### config.mk
export PLATFORM = sky130hd
export DESIGN_NAME = port_e_f_alt_function_override
export DESIGN_NICKNAME = d
export VERILOG_FILES = /design/src/port_ef_alt_pkg.sv /design/src/port_e_f_alt_function_override.sv
export SDC_FILE = /design/constraint.sdc
export NUM_CORES = 1
export LEC_CHECK = 0
export BUFFER_PORTS_ARGS = -buffer_cell sky130_fd_sc_hd__buf_2
export CAP_MARGIN = 20
export CORE_AREA = 5 5 108 110
export CTS_CLUSTER_DIAMETER = 80
export DETAILED_ROUTE_END_ITERATION = 7
export DIE_AREA = 0 0 113 115
export GPL_ROUTABILITY_DRIVEN = 0
export GPL_TIMING_DRIVEN = 0
export PLACE_DENSITY = 0.63
export SYNTH_ARGS = -nofsm -noshare
export SYNTH_HDL_FRONTEND = slang
export SYNTH_SLANG_ARGS = --single-unit
### constraint.sdc
create_clock -name i_core_clk -period 0.95 [get_ports i_core_clk]
set_input_delay 0.19 -clock i_core_clk [delete_from_list [all_inputs] [get_ports i_core_clk]]
set_output_delay 0.19 -clock i_core_clk [all_outputs]
set_load 0.02 [all_outputs]
### src/port_ef_alt_pkg.sv
// Bit positions, reset values and constants for the port E/F override logic
package port_ef_alt_pkg;

    // Width of each port
    localparam int PORT_W = 8;

    // Port E pin roles
    localparam int PE_CLKO = 7;
    localparam int PE_DO   = 6;
    localparam int PE_SDA  = 5;
    localparam int PE_SCL  = 4;
    localparam int PE_AIN1 = 3;
    localparam int PE_XCK  = 2;
    localparam int PE_TXD  = 1;
    localparam int PE_RXD  = 0;

    // Port F pin roles while the test port is enabled
    localparam int PF_TDI = 7;
    localparam int PF_TDO = 6;
    localparam int PF_TMS = 5;
    localparam int PF_TCK = 4;

    // Port F pins taken by the test port
    localparam logic [7:0] PF_JTAG_MASK = 8'hF0;
    // Port F pins that keep their pull-up through reset
    localparam logic [7:0] PF_JTAG_PU_MASK = 8'hB0;

    // Values held during and right after reset
    localparam logic [7:0] RST_DRIVE_N = 8'hFF;
    localparam logic [7:0] RST_OUT     = 8'h00;
    localparam logic [7:0] RST_PULLUP  = 8'h00;
    localparam logic [7:0] RST_DIN     = 8'h00;
    localparam logic       RST_BIT     = 1'b0;

endpackage

### src/port_e_f_alt_function_override.sv
// Alternate-function override logic for the port E and port F pins
//
// How it works
// [RULE_01] Clock-output fuse forces top port E pin to drive divided clock.
// [RULE_02] Three-wire serial mode replaces port E bit 6 value with data out.
// [RULE_03] Two-wire data pin: pull-up off, gated direction, value low.
// [RULE_04] Two-wire clock pin: pull-up off, hold direction, low, toggles.
// [RULE_05] Pin-change mask and group enable force input enable, bits 7-4 and 1-0; start detector also on 5-4.
// [RULE_06] Bits 3-2 input enable follows mask and comparator disable bits.
// [RULE_07] USART clock pin works only in synchronous mode, direction picks.
// [RULE_08] Transmitter enable makes bit 1 an output carrying transmit data.
// [RULE_09] Receiver enable forces bit 0 to input, feeding receiver too.
// [RULE_10] Forced receive input gets pull-up from port bit unless disabled.
// [RULE_11] Test port enable keeps TDI, TMS, TCK pull-ups on, even in reset.
// [RULE_12] Test port enable takes port F bits 7-4 from general use.
// [RULE_13] TDO drives only in shift states, else released with pull-up.
// [RULE_14] External tester steps the TAP states with TMS on test clock.
// [RULE_15] TAP work runs on the test clock pin, not the system clock.
// [RULE_16] Outside parties keep port F outputs quiet during conversions.
// [RULE_17] Each enabled override replaces the normal port value.
`timescale 1ns/1ps

module port_e_f_alt_function_override (
    input  wire logic       i_core_clk,
    input  wire logic       i_rst,
    input  wire logic [7:0] i_pe_port,
    input  wire logic [7:0] i_pe_dir,
    input  wire logic [7:0] i_pf_port,
    input  wire logic [7:0] i_pf_dir,
    input  wire logic       i_global_pullup_disable,
    input  wire logic       i_sleep_input_disable,
    input  wire logic       i_clock_output_fuse,
    input  wire logic       i_io_clk_div,
    input  wire logic       i_serial_two_wire_mode,
    input  wire logic       i_serial_three_wire_mode,
    input  wire logic       i_serial_data_out,
    input  wire logic       i_serial_clock_hold,
    input  wire logic       i_serial_clock_toggle_strobe,
    input  wire logic       i_start_condition_irq_enable,
    input  wire logic       i_pin_change_group_enable,
    input  wire logic [7:0] i_pin_change_mask,
    input  wire logic       i_comparator_pos_digital_disable,
    input  wire logic       i_comparator_neg_digital_disable,
    input  wire logic       i_usart_sync_mode,
    input  wire logic       i_usart_clock,
    input  wire logic       i_transmitter_enable,
    input  wire logic       i_transmit_data,
    input  wire logic       i_receiver_enable,
    input  wire logic       i_jtag_enable,
    input  wire logic       i_tap_shift_ir,
    input  wire logic       i_tap_shift_dr,
    input  wire logic       i_tap_tdo,
    input  wire logic [7:0] i_pe_pin,
    input  wire logic [7:0] i_pf_pin,
    output logic      [7:0] o_pe_drive_n,
    output logic      [7:0] o_pe_out,
    output logic      [7:0] o_pe_pullup,
    output logic      [7:0] o_pe_din,
    output logic            o_pe_toggle,
    output logic      [7:0] o_pf_drive_n,
    output logic      [7:0] o_pf_out,
    output logic      [7:0] o_pf_pullup,
    output logic      [7:0] o_pf_din,
    output logic            o_receive_data,
    output logic            o_serial_data_in,
    output logic            o_serial_clock_in,
    output logic            o_usart_clock_in,
    output logic            o_jtag_tdi,
    output logic            o_jtag_tms,
    output logic            o_jtag_tck
);

    // Override takes the place of the normal value bit by bit
    function automatic logic [7:0] pick(
        input logic [7:0] en,
        input logic [7:0] val,
        input logic [7:0] norm
    );
        pick = (en & val) | (~en & norm);
    endfunction

    // Pin synchroniser stages
    logic [7:0] pe_meta;
    logic [7:0] pe_sync;
    logic [7:0] pf_meta;
    logic [7:0] pf_sync;

    // Override vectors for port E
    logic [7:0] pe_pu_oe;
    logic [7:0] pe_pu_ov;
    logic [7:0] pe_dd_oe;
    logic [7:0] pe_dd_ov;
    logic [7:0] pe_pv_oe;
    logic [7:0] pe_pv_ov;
    logic [7:0] pe_die_oe;
    logic [7:0] pe_die_ov;

    // Override vectors for port F
    logic [7:0] pf_pu_oe;
    logic [7:0] pf_pu_ov;
    logic [7:0] pf_dd_oe;
    logic [7:0] pf_dd_ov;
    logic [7:0] pf_pv_oe;
    logic [7:0] pf_pv_ov;
    logic [7:0] pf_die_oe;
    logic [7:0] pf_die_ov;

    // Resolved pin controls
    logic [7:0] pe_dir_f;
    logic [7:0] pf_dir_f;
    logic [7:0] pe_die_f;
    logic [7:0] pf_die_f;
    logic [7:0] mask_grp;
    logic       xck_out_en;
    logic       tdo_drive;

    // Next values of the registered outputs
    logic [7:0] next_pe_drive_n;
    logic [7:0] next_pe_out;
    logic [7:0] next_pe_pullup;
    logic [7:0] next_pe_din;
    logic       next_pe_toggle;
    logic [7:0] next_pf_drive_n;
    logic [7:0] next_pf_out;
    logic [7:0] next_pf_pullup;
    logic [7:0] next_pf_din;
    logic       next_receive_data;
    logic       next_serial_data_in;
    logic       next_serial_clock_in;
    logic       next_usart_clock_in;
    logic       next_jtag_tdi;
    logic       next_jtag_tms;
    logic       next_jtag_tck;

    // Two flops on every pad input; only the second stage is read
    always_ff @(posedge i_core_clk) begin
        pe_meta <= i_pe_pin;
        pe_sync <= pe_meta;
        pf_meta <= i_pf_pin;
        pf_sync <= pf_meta;
    end

    // Port E override enables and values
    always_comb begin
        mask_grp   = i_pin_change_mask & {8{i_pin_change_group_enable}};
        xck_out_en = i_usart_sync_mode & i_pe_dir[port_ef_alt_pkg::PE_XCK];
        pe_pu_oe   = 8'h00;
        pe_pu_ov   = 8'h00;
        pe_dd_oe   = 8'h00;
        pe_dd_ov   = 8'h00;
        pe_pv_oe   = 8'h00;
        pe_pv_ov   = 8'h00;
        pe_die_oe  = mask_grp;
        pe_die_ov  = 8'hFF;
        // [RULE_01] divided clock out
        pe_dd_oe[port_ef_alt_pkg::PE_CLKO] = i_clock_output_fuse;
        pe_dd_ov[port_ef_alt_pkg::PE_CLKO] = 1'b1;
        pe_pv_oe[port_ef_alt_pkg::PE_CLKO] = i_clock_output_fuse;
        pe_pv_ov[port_ef_alt_pkg::PE_CLKO] = i_io_clk_div;
        // [RULE_02] three-wire data out
        pe_pv_oe[port_ef_alt_pkg::PE_DO] = i_serial_three_wire_mode;
        pe_pv_ov[port_ef_alt_pkg::PE_DO] = i_serial_data_out;
        // [RULE_03] two-wire data pin
        pe_pu_oe[port_ef_alt_pkg::PE_SDA] = i_serial_two_wire_mode;
        pe_dd_oe[port_ef_alt_pkg::PE_SDA] = i_serial_two_wire_mode;
        pe_dd_ov[port_ef_alt_pkg::PE_SDA] =
            (i_serial_data_out | i_pe_port[port_ef_alt_pkg::PE_SDA])
            & i_pe_dir[port_ef_alt_pkg::PE_SDA];
        pe_pv_oe[port_ef_alt_pkg::PE_SDA] =
            i_serial_two_wire_mode & i_pe_dir[port_ef_alt_pkg::PE_SDA];
        // [RULE_04] two-wire clock pin
        pe_pu_oe[port_ef_alt_pkg::PE_SCL] = i_serial_two_wire_mode;
        pe_dd_oe[port_ef_alt_pkg::PE_SCL] = i_serial_two_wire_mode;
        pe_dd_ov[port_ef_alt_pkg::PE_SCL] =
            (i_serial_clock_hold & i_pe_port[port_ef_alt_pkg::PE_SCL])
            | i_pe_dir[port_ef_alt_pkg::PE_SCL];
        pe_pv_oe[port_ef_alt_pkg::PE_SCL] =
            i_serial_two_wire_mode & i_pe_dir[port_ef_alt_pkg::PE_SCL];
        // [RULE_05] start detector keeps input alive
        pe_die_oe[port_ef_alt_pkg::PE_SDA] =
            mask_grp[port_ef_alt_pkg::PE_SDA] | i_start_condition_irq_enable;
        pe_die_oe[port_ef_alt_pkg::PE_SCL] =
            mask_grp[port_ef_alt_pkg::PE_SCL] | i_start_condition_irq_enable;
        // [RULE_06] comparator pins may disable input
        pe_die_oe[port_ef_alt_pkg::PE_AIN1] =
            mask_grp[port_ef_alt_pkg::PE_AIN1]
            | i_comparator_neg_digital_disable;
        pe_die_ov[port_ef_alt_pkg::PE_AIN1] =
            mask_grp[port_ef_alt_pkg::PE_AIN1];
        pe_die_oe[port_ef_alt_pkg::PE_XCK] =
            mask_grp[port_ef_alt_pkg::PE_XCK]
            | i_comparator_pos_digital_disable;
        pe_die_ov[port_ef_alt_pkg::PE_XCK] =
            mask_grp[port_ef_alt_pkg::PE_XCK];
        // [RULE_07] synchronous USART clock out
        pe_pv_oe[port_ef_alt_pkg::PE_XCK] = xck_out_en;
        pe_pv_ov[port_ef_alt_pkg::PE_XCK] = i_usart_clock;
        // [RULE_08] transmit pin
        pe_pu_oe[port_ef_alt_pkg::PE_TXD] = i_transmitter_enable;
        pe_dd_oe[port_ef_alt_pkg::PE_TXD] = i_transmitter_enable;
        pe_dd_ov[port_ef_alt_pkg::PE_TXD] = 1'b1;
        pe_pv_oe[port_ef_alt_pkg::PE_TXD] = i_transmitter_enable;
        pe_pv_ov[port_ef_alt_pkg::PE_TXD] = i_transmit_data;
        // [RULE_09] receive pin forced to input
        pe_dd_oe[port_ef_alt_pkg::PE_RXD] = i_receiver_enable;
        pe_dd_ov[port_ef_alt_pkg::PE_RXD] = 1'b0;
        // [RULE_10] receive pull-up from port bit
        pe_pu_oe[port_ef_alt_pkg::PE_RXD] = i_receiver_enable;
        pe_pu_ov[port_ef_alt_pkg::PE_RXD] =
            i_pe_port[port_ef_alt_pkg::PE_RXD] & ~i_global_pullup_disable;
    end

    // Port F override enables and values
    always_comb begin
        tdo_drive = i_tap_shift_ir | i_tap_shift_dr;
        // [RULE_12] test port owns the upper nibble
        pf_pu_oe  = i_jtag_enable ? port_ef_alt_pkg::PF_JTAG_MASK : 8'h00;
        pf_pu_ov  = port_ef_alt_pkg::PF_JTAG_MASK;
        pf_dd_oe  = pf_pu_oe;
        pf_dd_ov  = 8'h00;
        pf_die_oe = pf_pu_oe;
        pf_die_ov = 8'h00;
        pf_pv_oe  = 8'h00;
        pf_pv_ov  = 8'h00;
        // [RULE_13] TDO drives only while shifting
        pf_dd_ov[port_ef_alt_pkg::PF_TDO] = tdo_drive;
        pf_pv_oe[port_ef_alt_pkg::PF_TDO] = i_jtag_enable;
        pf_pv_ov[port_ef_alt_pkg::PF_TDO] = i_tap_tdo;
    end

    // Resolve each pin against the normal port logic
    always_comb begin
        // [RULE_17] override or normal value
        pe_dir_f = pick(pe_dd_oe, pe_dd_ov, i_pe_dir);
        pf_dir_f = pick(pf_dd_oe, pf_dd_ov, i_pf_dir);
        pe_die_f = pick(pe_die_oe, pe_die_ov, ~{8{i_sleep_input_disable}});
        pf_die_f = pick(pf_die_oe, pf_die_ov, ~{8{i_sleep_input_disable}});
        next_pe_drive_n = ~pe_dir_f;
        next_pf_drive_n = ~pf_dir_f;
        next_pe_out = pick(pe_pv_oe, pe_pv_ov, i_pe_port);
        next_pf_out = pick(pf_pv_oe, pf_pv_ov, i_pf_port);
        // Pull-up only on a released pin
        next_pe_pullup = ~pe_dir_f & pick(pe_pu_oe, pe_pu_ov,
            i_pe_port & ~i_pe_dir & ~{8{i_global_pullup_disable}});
        next_pf_pullup = ~pf_dir_f & pick(pf_pu_oe, pf_pu_ov,
            i_pf_port & ~i_pf_dir & ~{8{i_global_pullup_disable}});
        // Disabled inputs read as zero to stop floating-pin current
        next_pe_din = pe_sync & pe_die_f;
        next_pf_din = pf_sync & pf_die_f;
        // [RULE_04] clock toggle strobe
        next_pe_toggle = i_serial_two_wire_mode
            & i_serial_clock_toggle_strobe;
        // [RULE_09] receiver shares pin-change input
        next_receive_data = pe_sync[port_ef_alt_pkg::PE_RXD];
        next_serial_data_in = pe_sync[port_ef_alt_pkg::PE_SDA];
        next_serial_clock_in = pe_sync[port_ef_alt_pkg::PE_SCL];
        // [RULE_07] clock input only in sync mode
        next_usart_clock_in = i_usart_sync_mode
            & ~i_pe_dir[port_ef_alt_pkg::PE_XCK]
            & pe_sync[port_ef_alt_pkg::PE_XCK];
        // [RULE_15] TAP clocks on these, not here
        next_jtag_tdi = i_jtag_enable & pf_sync[port_ef_alt_pkg::PF_TDI];
        next_jtag_tms = i_jtag_enable & pf_sync[port_ef_alt_pkg::PF_TMS];
        next_jtag_tck = i_jtag_enable & pf_sync[port_ef_alt_pkg::PF_TCK];
        if (i_rst) begin
            next_pe_drive_n = port_ef_alt_pkg::RST_DRIVE_N;
            next_pe_out     = port_ef_alt_pkg::RST_OUT;
            next_pe_pullup  = port_ef_alt_pkg::RST_PULLUP;
            next_pe_din     = port_ef_alt_pkg::RST_DIN;
            next_pe_toggle  = port_ef_alt_pkg::RST_BIT;
            next_pf_drive_n = port_ef_alt_pkg::RST_DRIVE_N;
            next_pf_out     = port_ef_alt_pkg::RST_OUT;
            next_pf_din     = port_ef_alt_pkg::RST_DIN;
            // [RULE_01] clock stays out through reset
            next_pe_drive_n[port_ef_alt_pkg::PE_CLKO] = ~i_clock_output_fuse;
            next_pe_out[port_ef_alt_pkg::PE_CLKO] =
                i_clock_output_fuse & i_io_clk_div;
            // [RULE_11] test pull-ups survive reset
            next_pf_pullup = i_jtag_enable
                ? port_ef_alt_pkg::PF_JTAG_PU_MASK
                : port_ef_alt_pkg::RST_PULLUP;
            next_receive_data    = port_ef_alt_pkg::RST_BIT;
            next_serial_data_in  = port_ef_alt_pkg::RST_BIT;
            next_serial_clock_in = port_ef_alt_pkg::RST_BIT;
            next_usart_clock_in  = port_ef_alt_pkg::RST_BIT;
            next_jtag_tdi        = port_ef_alt_pkg::RST_BIT;
            next_jtag_tms        = port_ef_alt_pkg::RST_BIT;
            next_jtag_tck        = port_ef_alt_pkg::RST_BIT;
        end
    end

    // Output registers; reset values arrive through the next_ logic
    always_ff @(posedge i_core_clk) begin
        o_pe_drive_n      <= next_pe_drive_n;
        o_pe_out          <= next_pe_out;
        o_pe_pullup       <= next_pe_pullup;
        o_pe_din          <= next_pe_din;
        o_pe_toggle       <= next_pe_toggle;
        o_pf_drive_n      <= next_pf_drive_n;
        o_pf_out          <= next_pf_out;
        o_pf_pullup       <= next_pf_pullup;
        o_pf_din          <= next_pf_din;
        o_receive_data    <= next_receive_data;
        o_serial_data_in  <= next_serial_data_in;
        o_serial_clock_in <= next_serial_clock_in;
        o_usart_clock_in  <= next_usart_clock_in;
        o_jtag_tdi        <= next_jtag_tdi;
        o_jtag_tms        <= next_jtag_tms;
        o_jtag_tck        <= next_jtag_tck;
    end

endmodule

### After elaboration in Yosys (flattened, before gate mapping)

Cells that the tools add are included.
Widths: inputs -> output; s select.

| word-level totals | value |
|---|---|
| register bits after elaboration | 104 |

| cells by class | value |
|---|---|
| muxes and demuxes | 5 |
| bitwise logic cells | 65 |

Operators with widths:

| cell | count |
|---|---|
| $and 8x8->8 | 20 |
| $not 8->8 | 10 |
| $mux 8 | 5 |
| $or 8x8->8 | 5 |
| $and 1x1->1 | 13 |
| $and 8x7->8 | 1 |
| $not 6->8 | 1 |
| $not 7->8 | 1 |
| $or 6x8->8 | 1 |
| $or 7x8->8 | 1 |
| $and 7x7->7 | 1 |
| $or 1x1->1 | 7 |
| $and 6x1->6 | 1 |
| $not 1->1 | 3 |

### Depth between registers and ports, before layout

Gate-level depths: netlist (run 1).

| logic depth | value |
|---|---|
| word-level depth | 7 |
| gate-level depth with buffers | 4 |
| mapped depth without buffers | 2 |

### Worst setup path after synthesis (run 1)

OpenSTA, ideal clock, no wires.

| timing | value |
|---|---|
| path kind | in2reg |
| start | in i_global_pullup_disable |
| end | reg o_pe_pullup[1] |
| stages | 3 |
| slack | 0.094 ns |
| data arrival time | 0.769 ns |
| data required time | 0.863 ns |
| path buffers | 1 |
| library setup time | 0.087 ns |
| cell sequence | or2_1 buf_6 nor4b_4 |

| on the way | value |
|---|---|
| cells in the longest elaborated chain, start to end | 5 |

Ends and longest elaborated chain:

| what | RTL line | source |
|---|---|---|
| from (decl) | port_e_f_alt_function_override.sv:30 | `input wire logic i_global_pullup_disable,` |
| $not 8->8 | port_e_f_alt_function_override.sv:244 | `i_pe_port & ~i_pe_dir & ~{8{i_global_pullup_disable}});` |
| $and 8x8->8 | port_e_f_alt_function_override.sv:244 |  |
| $and 8x8->8 | port_e_f_alt_function_override.sv:79 | `pick = (en & val) \| (~en & norm);` |
| $or 6x8->8 | port_e_f_alt_function_override.sv:79 |  |
| $and 8x8->8 | port_e_f_alt_function_override.sv:243 | `next_pe_pullup = ~pe_dir_f & pick(pe_pu_oe, pe_pu_ov,` |
| to (signal assigned) | port_e_f_alt_function_override.sv:296 | `o_pe_pullup <= next_pe_pullup;` |
| to (decl) | port_e_f_alt_function_override.sv:57 | `output logic [7:0] o_pe_pullup,` |

Every way passes these cells.
A chain may end at the register's enable or synchronous reset.

### Worst setup path after layout (run 1)

| timing | value |
|---|---|
| start | reg o_pf_pullup[6] |
| end | out o_pf_pullup[6] |

RTL lines:

| what | RTL line | source |
|---|---|---|
| from (decl) | port_e_f_alt_function_override.sv:62 | `output logic [7:0] o_pf_pullup,` |
| from (signal assigned) | port_e_f_alt_function_override.sv:301 | `o_pf_pullup <= next_pf_pullup;` |

No word-level cell between the ends.

==> impl_metrics.py, run 1 <==
metrics = {
    "floorplanning": {
        "die_x_um": 113,
        "core_area_mm2": 0.01060,
        "fp.dieH_um": 115,
        "dieArea_mm2": 0.01300,
        "num_rows": 38,
        "start_util_pct": 26.36,
        "io_pins": 152,
    },
    "yosys": {
        "yosysMostFrequentCell": "dfxtp_1",
        "syn_avg_cell_area_um2": 12.76,
        "synth_top_area_share_pct": 74.49,
        "ys_types": 30,
        "ys_warn_count": 0,
        "netlist_area_mm2": 0.002795,
        "synth_seq_cells": 104,
        "synthTopCellsByCount": "104 x dfxtp_1, 17 x nand2_1, 15 x nor2b_1",
        "mappedNetlistNets": 299,
        "synth_edf_count": 0,
        "netlist_top_cells_area": "dfxtp_1 74%, nor2b_1 3.4%, and2_1 2.5%",
        "synthFlopType": "dfxtp_1",
        "async_flop_share_pct": 0,
        "netlist_instances": 219,
        "ys_seq_area_share_pct": 74.49,
        "synth_top_cell_by_area": "dfxtp_1",
    },
    "setup_path": {
        "cp_slowest_cell": "dfxtp_2",
        "cp.arrival_ns": 0.81,
        "path_delay_family": "flip-flops",
        "critical_path.max_fanout": 1,
        "setup.worst_path.start": "o_pf_pullup[6]",
        "critPathMaxStageDelay_ns": 0.34,
        "crit_end": "o_pf_pullup[6]",
        "crit_cells": 1,
        "crit_chain": "buf_6",
        "endpoint_kind": "primary output",
        "crit_type": "flop to primary output",
        "worstReg2RegStart": "pe_sync[5]",
        "cp_num_buf_inv": 1,
        "r2r_cells": 2,
        "r2r_end": "o_pe_din[5]",
        "cp.required_ns": 0.76,
        "rrSetupSlack_ns": 0.23,
        "critPathLaunchType": "flop",
    },
    "min_path": {
        "holdCritPathClass": "primary input to flop",
    },
    "placement": {
        "dp_hpwl_mm": 5.538,
        "placed_area_mm2": 0.003711,
        "pre_cts_ws_ns": -0.3954,
        "port_buffers": 148,
    },
    "timing": {
        "finalHoldViolations": 0,
        "worst_slack_ns": -0.05393,
        "hold_ws_ns": 0.04509,
        "setup_viol": 72,
        "maxSlewViolCount": 0,
        "relSlewSlack_pct": 68.19,
        "rsz0062_at_grt": "true",
        "clock_skew_ns": 0.006735,
        "finalCritPeriodShare_pct": 105.7,
        "max_freq_mhz": 996.1,
        "max_slew.worst_pin.slew_ns": 0.4771,
        "finalCriticalPeriod_ns": 1.004,
    },
    "pwr": {
        "clockPowerShare_pct": 32.6,
        "pwr-share-comb_pct": 12.1,
        "peakVddDrop_v": 0.001004,
        "p_int_mw": 6.451,
        "p_per_area_mw_per_mm2": 1776,
        "leakage_nw": 2.149,
        "p_sw_mw": 2.007,
        "p_sw_share_pct": 23.73,
        "p_seq_share_pct": 55.3,
    },
    "finish": {
        "finalInstanceArea_mm2": 0.004761,
        "antenna_cells": 0,
        "area_growth_pct": 70.32,
        "fillers": 964,
        "fin_nets": 488,
        "layout-drive-gt1-share_pct": 59.32,
    },
    "run_status": {
        "status": "finished with violations",
        "violations": "negative setup slack",
    },
    "global_route": {
        "antenna_found_initial": 0,
        "grt_pass1_vias": 2452,
        "grt_pass1_wl_mm": 12.22,
        "overflow": 0,
        "gr-usage-all-layers_pct": 12.40,
        "grt_max_degree": 18,
    },
    "routing": {
        "drt_iter0_drc": 36,
        "wl_per_cell_um": 14.48,
        "drt_pre_antenna_iters": 4,
        "totalWireLength_mm": 8.005,
        "drcViolationCount": 0,
        "vias": 2210,
        "vias_per_cell": 3.996,
        "ant_nets": 0,
    },
    "cts": {
        "root_buffer": "clkbuf_8",
        "worstSkewPairLatency_ns": 0.35,
        "postCtsSetupBuffers": 0,
        "cts_tree": "done",
        "cts_buffer_depth": 2,
        "htreeDepth": 3,
        "cts_buffers": 9,
        "numClockSinks": 104,
        "clkTransAtPathRegs_ns": 0.10,
    },
    "job": {
        "max-cap-violations": 0,
    },
}
-- power groups by stage --
| stage | logic [mW] | clock network, mW | registers [mW] |
|---|---|---|---|
| floorplan | 0.185 | 0 | 4.90 |
| global placement | 0.754 | 0 | 4.72 |
| detailed placement | 0.767 | 0 | 4.72 |
| CTS | 1.03 | 2.89 | 4.68 |
| global route | 1.09 | 3.08 | 4.71 |
| finish | 1.02 | 2.76 | 4.68 |
-- stage by stage --
step                power (mW)  setup TNS [ns]  utilization (%)  cells
floorplan                5.085               0                -    219
global placement         5.470          -10.93            35.00    507
detailed placement       5.489          -11.61            35.00    507
CTS                      8.595          -5.133            44.88    553
global route             8.884          -6.806            44.90    553
finish                   8.457          -2.918            44.90    553
-- layout make-up --
cell class                      instances  area [um^2]  area share (%)
Buffer                                  8        46.29          0.9724
Clock inverter                          6        67.56           1.419
Sequential cell                       104         2172           45.62
Timing Repair Buffer                  178         1491           31.33
Tap cell                              140        175.2           3.679
Inverter                                4        15.01          0.3154
Multi-Input combinational cell        103        655.6           13.77
Clock buffer                           10        137.6           2.891
-- layout by cell type (no fill, tap or decap), types with 2 or more instances in the layout --
cell           instances
a211oi_1               2
a21boi_0               3
a21o_1                 4
a21oi_1                5
and2_1                11
and3_1                 4
buf_2                 79
buf_6                 73
clkbuf_1               2
clkbuf_8              10
clkinvlp_4             2
dfxtp_1               32
dfxtp_2               72
dlygate4sd3_1         30
inv_1                  4
mux2i_1                3
nand2_1               17
nand2b_1               4
nor2_1                 9
nor2b_1               15
nor3b_1                8
nor4_1                 2
nor4b_4                2
o21ai_0                3
o2bb2ai_1              2
-- worst min-delay path by stage --
stage / to / slack, ns / cells past startpoint / start
after global placement: pe_meta[7] / 0.29 / 1 / i_pe_pin[7]
after global routing: o_pe_pullup[1] / 0.01 / 2 / i_transmitter_enable
final: o_pe_pullup[1] / 0.05 / 2 / i_transmitter_enable
after floorplan: pe_meta[0] / 0.22 / 0 / i_pe_pin[0]
after CTS: o_pe_pullup[1] / 0.02 / 2 / i_transmitter_enable
after detailed placement: pf_meta[3] / 0.29 / 1 / i_pf_pin[3]
-- per-layer routing --
layer / vias to the layer above / part of all wire [%] / global-route usage (%)
li1: 1095 / - / -
met1: 1015 / 37 / 12.35
met2: 86 / 54 / 23.06
met3: 14 / 7.7 / 4.789
met4: 0 / 2.2 / 5.128
met5: - / 0 / 0
-- timing repair --
item	CTS	global route
pin swaps	0	0
endpoints found under the hold margin	37	0
endpoints found under the setup margin	73	74
hold buffers	30	0
resized for setup	217	1
-- state kept, by name (all words and copies together) (netlist names), 8 cells and up --
signal	flops
o_pe_pullup	8
pe_sync	8
o_pf_drive_n	8
o_pe_out	8
o_pf_out	8
o_pe_din	8
o_pf_din	8
pf_meta	8
o_pe_drive_n	8
o_pf_pullup	8
pf_sync	8
pe_meta	8
-- cells by family after synthesis --
| kind of cell | Yosys count | synth area share, % |
|---|---|---|
| buf+inv | 12 | 2.059 |
| flops | 104 | 74.49 |
| compound gates | 23 | 5.730 |
| mux | 3 | 1.074 |
| simple gates | 77 | 16.65 |
No activity file was read; power rests on OpenSTA's default activity.
==> run 2: changes to the inputs <==
--- a/config.mk
+++ b/config.mk
@@ -7,13 +7,13 @@
 export LEC_CHECK = 0
 export BUFFER_PORTS_ARGS = -buffer_cell sky130_fd_sc_hd__buf_2
 export CAP_MARGIN = 20
-export CORE_AREA = 5 5 108 110
+export CORE_AREA = 5 5 87 89
 export CTS_CLUSTER_DIAMETER = 80
 export DETAILED_ROUTE_END_ITERATION = 7
-export DIE_AREA = 0 0 113 115
+export DIE_AREA = 0 0 92 94
 export GPL_ROUTABILITY_DRIVEN = 0
 export GPL_TIMING_DRIVEN = 0
-export PLACE_DENSITY = 0.63
+export PLACE_DENSITY = 0.87
 export SYNTH_ARGS = -nofsm -noshare
 export SYNTH_HDL_FRONTEND = slang
 export SYNTH_SLANG_ARGS = --single-unit
==> impl_metrics.py, run 2 (synthesized netlist as in run 1, its figures left out) <==
metrics = {
    "min_path": {
        "min_from": "i_pf_dir[3]",
        "holdCritPathClass": "primary input to flop",
        "holdPathEnd": "o_pf_drive_n[3]",
        "hold_depth": 2,
    },
    "pwr": {
        "p_int_mw": 6.177,
        "p_per_area_mw_per_mm2": 1796,
        "finalPower_mw": 8.310,
        "p_seq_share_pct": 56.4,
        "peakVddDrop_v": 0.001285,
        "clockPowerShare_pct": 31.5,
        "p_sw_share_pct": 25.67,
        "leakage_nw": 2.127,
        "p_sw_mw": 2.133,
        "pwr-share-comb_pct": 12.1,
    },
    "placement": {
        "port_buffers": 148,
        "place_inst": 447,
        "dp_hpwl_mm": 5.215,
    },
    "setup_path": {
        "cp_num_buf_inv": 1,
        "setup.worst_path.start": "o_pf_pullup[6]",
        "critical_path.max_fanout": 1,
        "cp.required_ns": 0.76,
        "endpoint_kind": "primary output",
        "critPathMaxStageDelay_ns": 0.34,
        "crit_chain": "buf_6",
        "cp.arrival_ns": 0.82,
        "rrSetupSlack_ns": 0.20,
        "worstReg2RegStart": "pe_sync[4]",
        "path_delay_family": "flip-flops",
        "crit_type": "flop to primary output",
        "critPathLaunchType": "flop",
        "r2r_cells": 2,
        "cp_slowest_cell": "dfxtp_2",
        "r2r_end": "o_pe_din[4]",
    },
    "timing": {
        "maxSlewViolCount": 0,
        "setup_viol": 72,
        "max_slew.worst_pin.slew_ns": 0.4854,
        "max_freq_mhz": 994.9,
        "rsz0062_at_grt": "true",
        "finalCriticalPeriod_ns": 1.005,
        "relSlewSlack_pct": 67.64,
        "worst_slack_ns": -0.05513,
        "finalHoldViolations": 0,
        "finalCritPeriodShare_pct": 105.8,
        "fin_tns_setup_ns": -2.820,
        "clock_skew_ns": 0.008022,
    },
    "routing": {
        "vias_per_cell": 4.596,
        "totalWireLength_mm": 7.821,
        "ant_nets": 0,
        "drt_iter0_drc": 43,
        "wl_per_cell_um": 16.03,
        "vias": 2243,
        "drt_pre_antenna_iters": 4,
        "drcViolationCount": 0,
    },
    "floorplanning": {
        "fp.dieH_um": 94,
        "die_x_um": 92,
        "core_area_mm2": 0.006681,
        "start_util_pct": 41.84,
        "io_pins": 152,
        "num_rows": 30,
        "dieArea_mm2": 0.008648,
    },
    "cts": {
        "postCtsSetupBuffers": 0,
        "htreeDepth": 3,
        "cts_buffer_depth": 2,
        "numClockSinks": 104,
        "cts_buffers": 9,
        "root_buffer": "clkbuf_8",
        "clkTransAtPathRegs_ns": 0.11,
        "worstSkewPairLatency_ns": 0.35,
        "cts_tree": "done",
    },
    "finish": {
        "fin_nets": 483,
        "antenna_cells": 0,
        "post-route-util_pct": 69.25,
        "area_growth_pct": 65.53,
        "mostFrequentLayoutCells": "80 x buf_2, 73 x buf_6, 72 x dfxtp_2",
        "final_common_cell": "buf_2",
        "layout.cells.non_filler": 488,
        "layout-drive-gt1-share_pct": 60.05,
    },
    "global_route": {
        "overflow": 0,
        "grt_pass1_wl_mm": 12.10,
        "grt_max_degree": 21,
        "gr-usage-all-layers_pct": 18.23,
        "grt_pass1_vias": 2450,
        "antenna_found_initial": 0,
    },
    "run_status": {
        "status": "finished with violations",
        "violations": "negative setup slack",
    },
    "job": {
        "max-cap-violations": 0,
    },
}
-- run 2: layout make-up --
type | count | area (um^2)
fill | 478 | 2054
tap | 80 | 100.1
multi-input combinational | 103 | 655.6
sequential | 104 | 2172
inverter | 4 | 15.01
buffer | 8 | 43.79
clock buffer | 9 | 123.9
clock inverter | 7 | 75.07
timing repair buffer | 173 | 1441
-- run 2: power by group through the flow --
stage / combinational (mW) / clock, mW / sequential [mW]
finish: 1.00 / 2.62 / 4.69
global route: 1.07 / 2.89 / 4.71
CTS: 0.996 / 2.69 / 4.68
detailed placement: 0.755 / 0 / 4.72
global placement: 0.736 / 0 / 4.71
floorplan: 0.185 / 0 / 4.90
-- run 2: per-layer routing --
| metal | share of wire, % | track usage, % |
|---|---|---|
| met4 | 0.68 | 4.827 |
| met3 | 7.8 | 6.010 |
| met1 | 36 | 18.26 |
| met2 | 55 | 35.77 |
| met5 | 0 | 0 |
-- run 2: per-stage QoR --
stage / instance area [um^2] / worst slack [ns] / hold slack [ns]
4_1_cts: 4626 / -0.07419 / 0.003589
2_1_floorplan: 2795 / 0.09410 / 0.2177
3_3_place_gp: 3636 / -0.3321 / 0.2922
6_report: 4627 / -0.05513 / 0.02002
5_1_grt: 4627 / -0.1015 / 0.001048
3_5_place_dp: 3636 / -0.3688 / 0.2936
-- run 2: worst max-delay path by stage --
stage,end,slack (ns),cells after the start
finish,o_pf_pullup[6],-0.06,1
global route,o_pf_pullup[6],-0.10,1
CTS,o_jtag_tms,-0.07,1
detailed placement,o_pf_din[7],-0.37,4
global placement,o_pf_din[7],-0.33,4
floorplan,o_pe_pullup[1],0.09,3
-- run 2: what timing repair did --
item	in CTS	in global routing
endpoints found under the setup margin	72	74
gates cloned	0	0
resized for setup	216	2
hold endpoints to repair	30	0
hold buffers	25	0
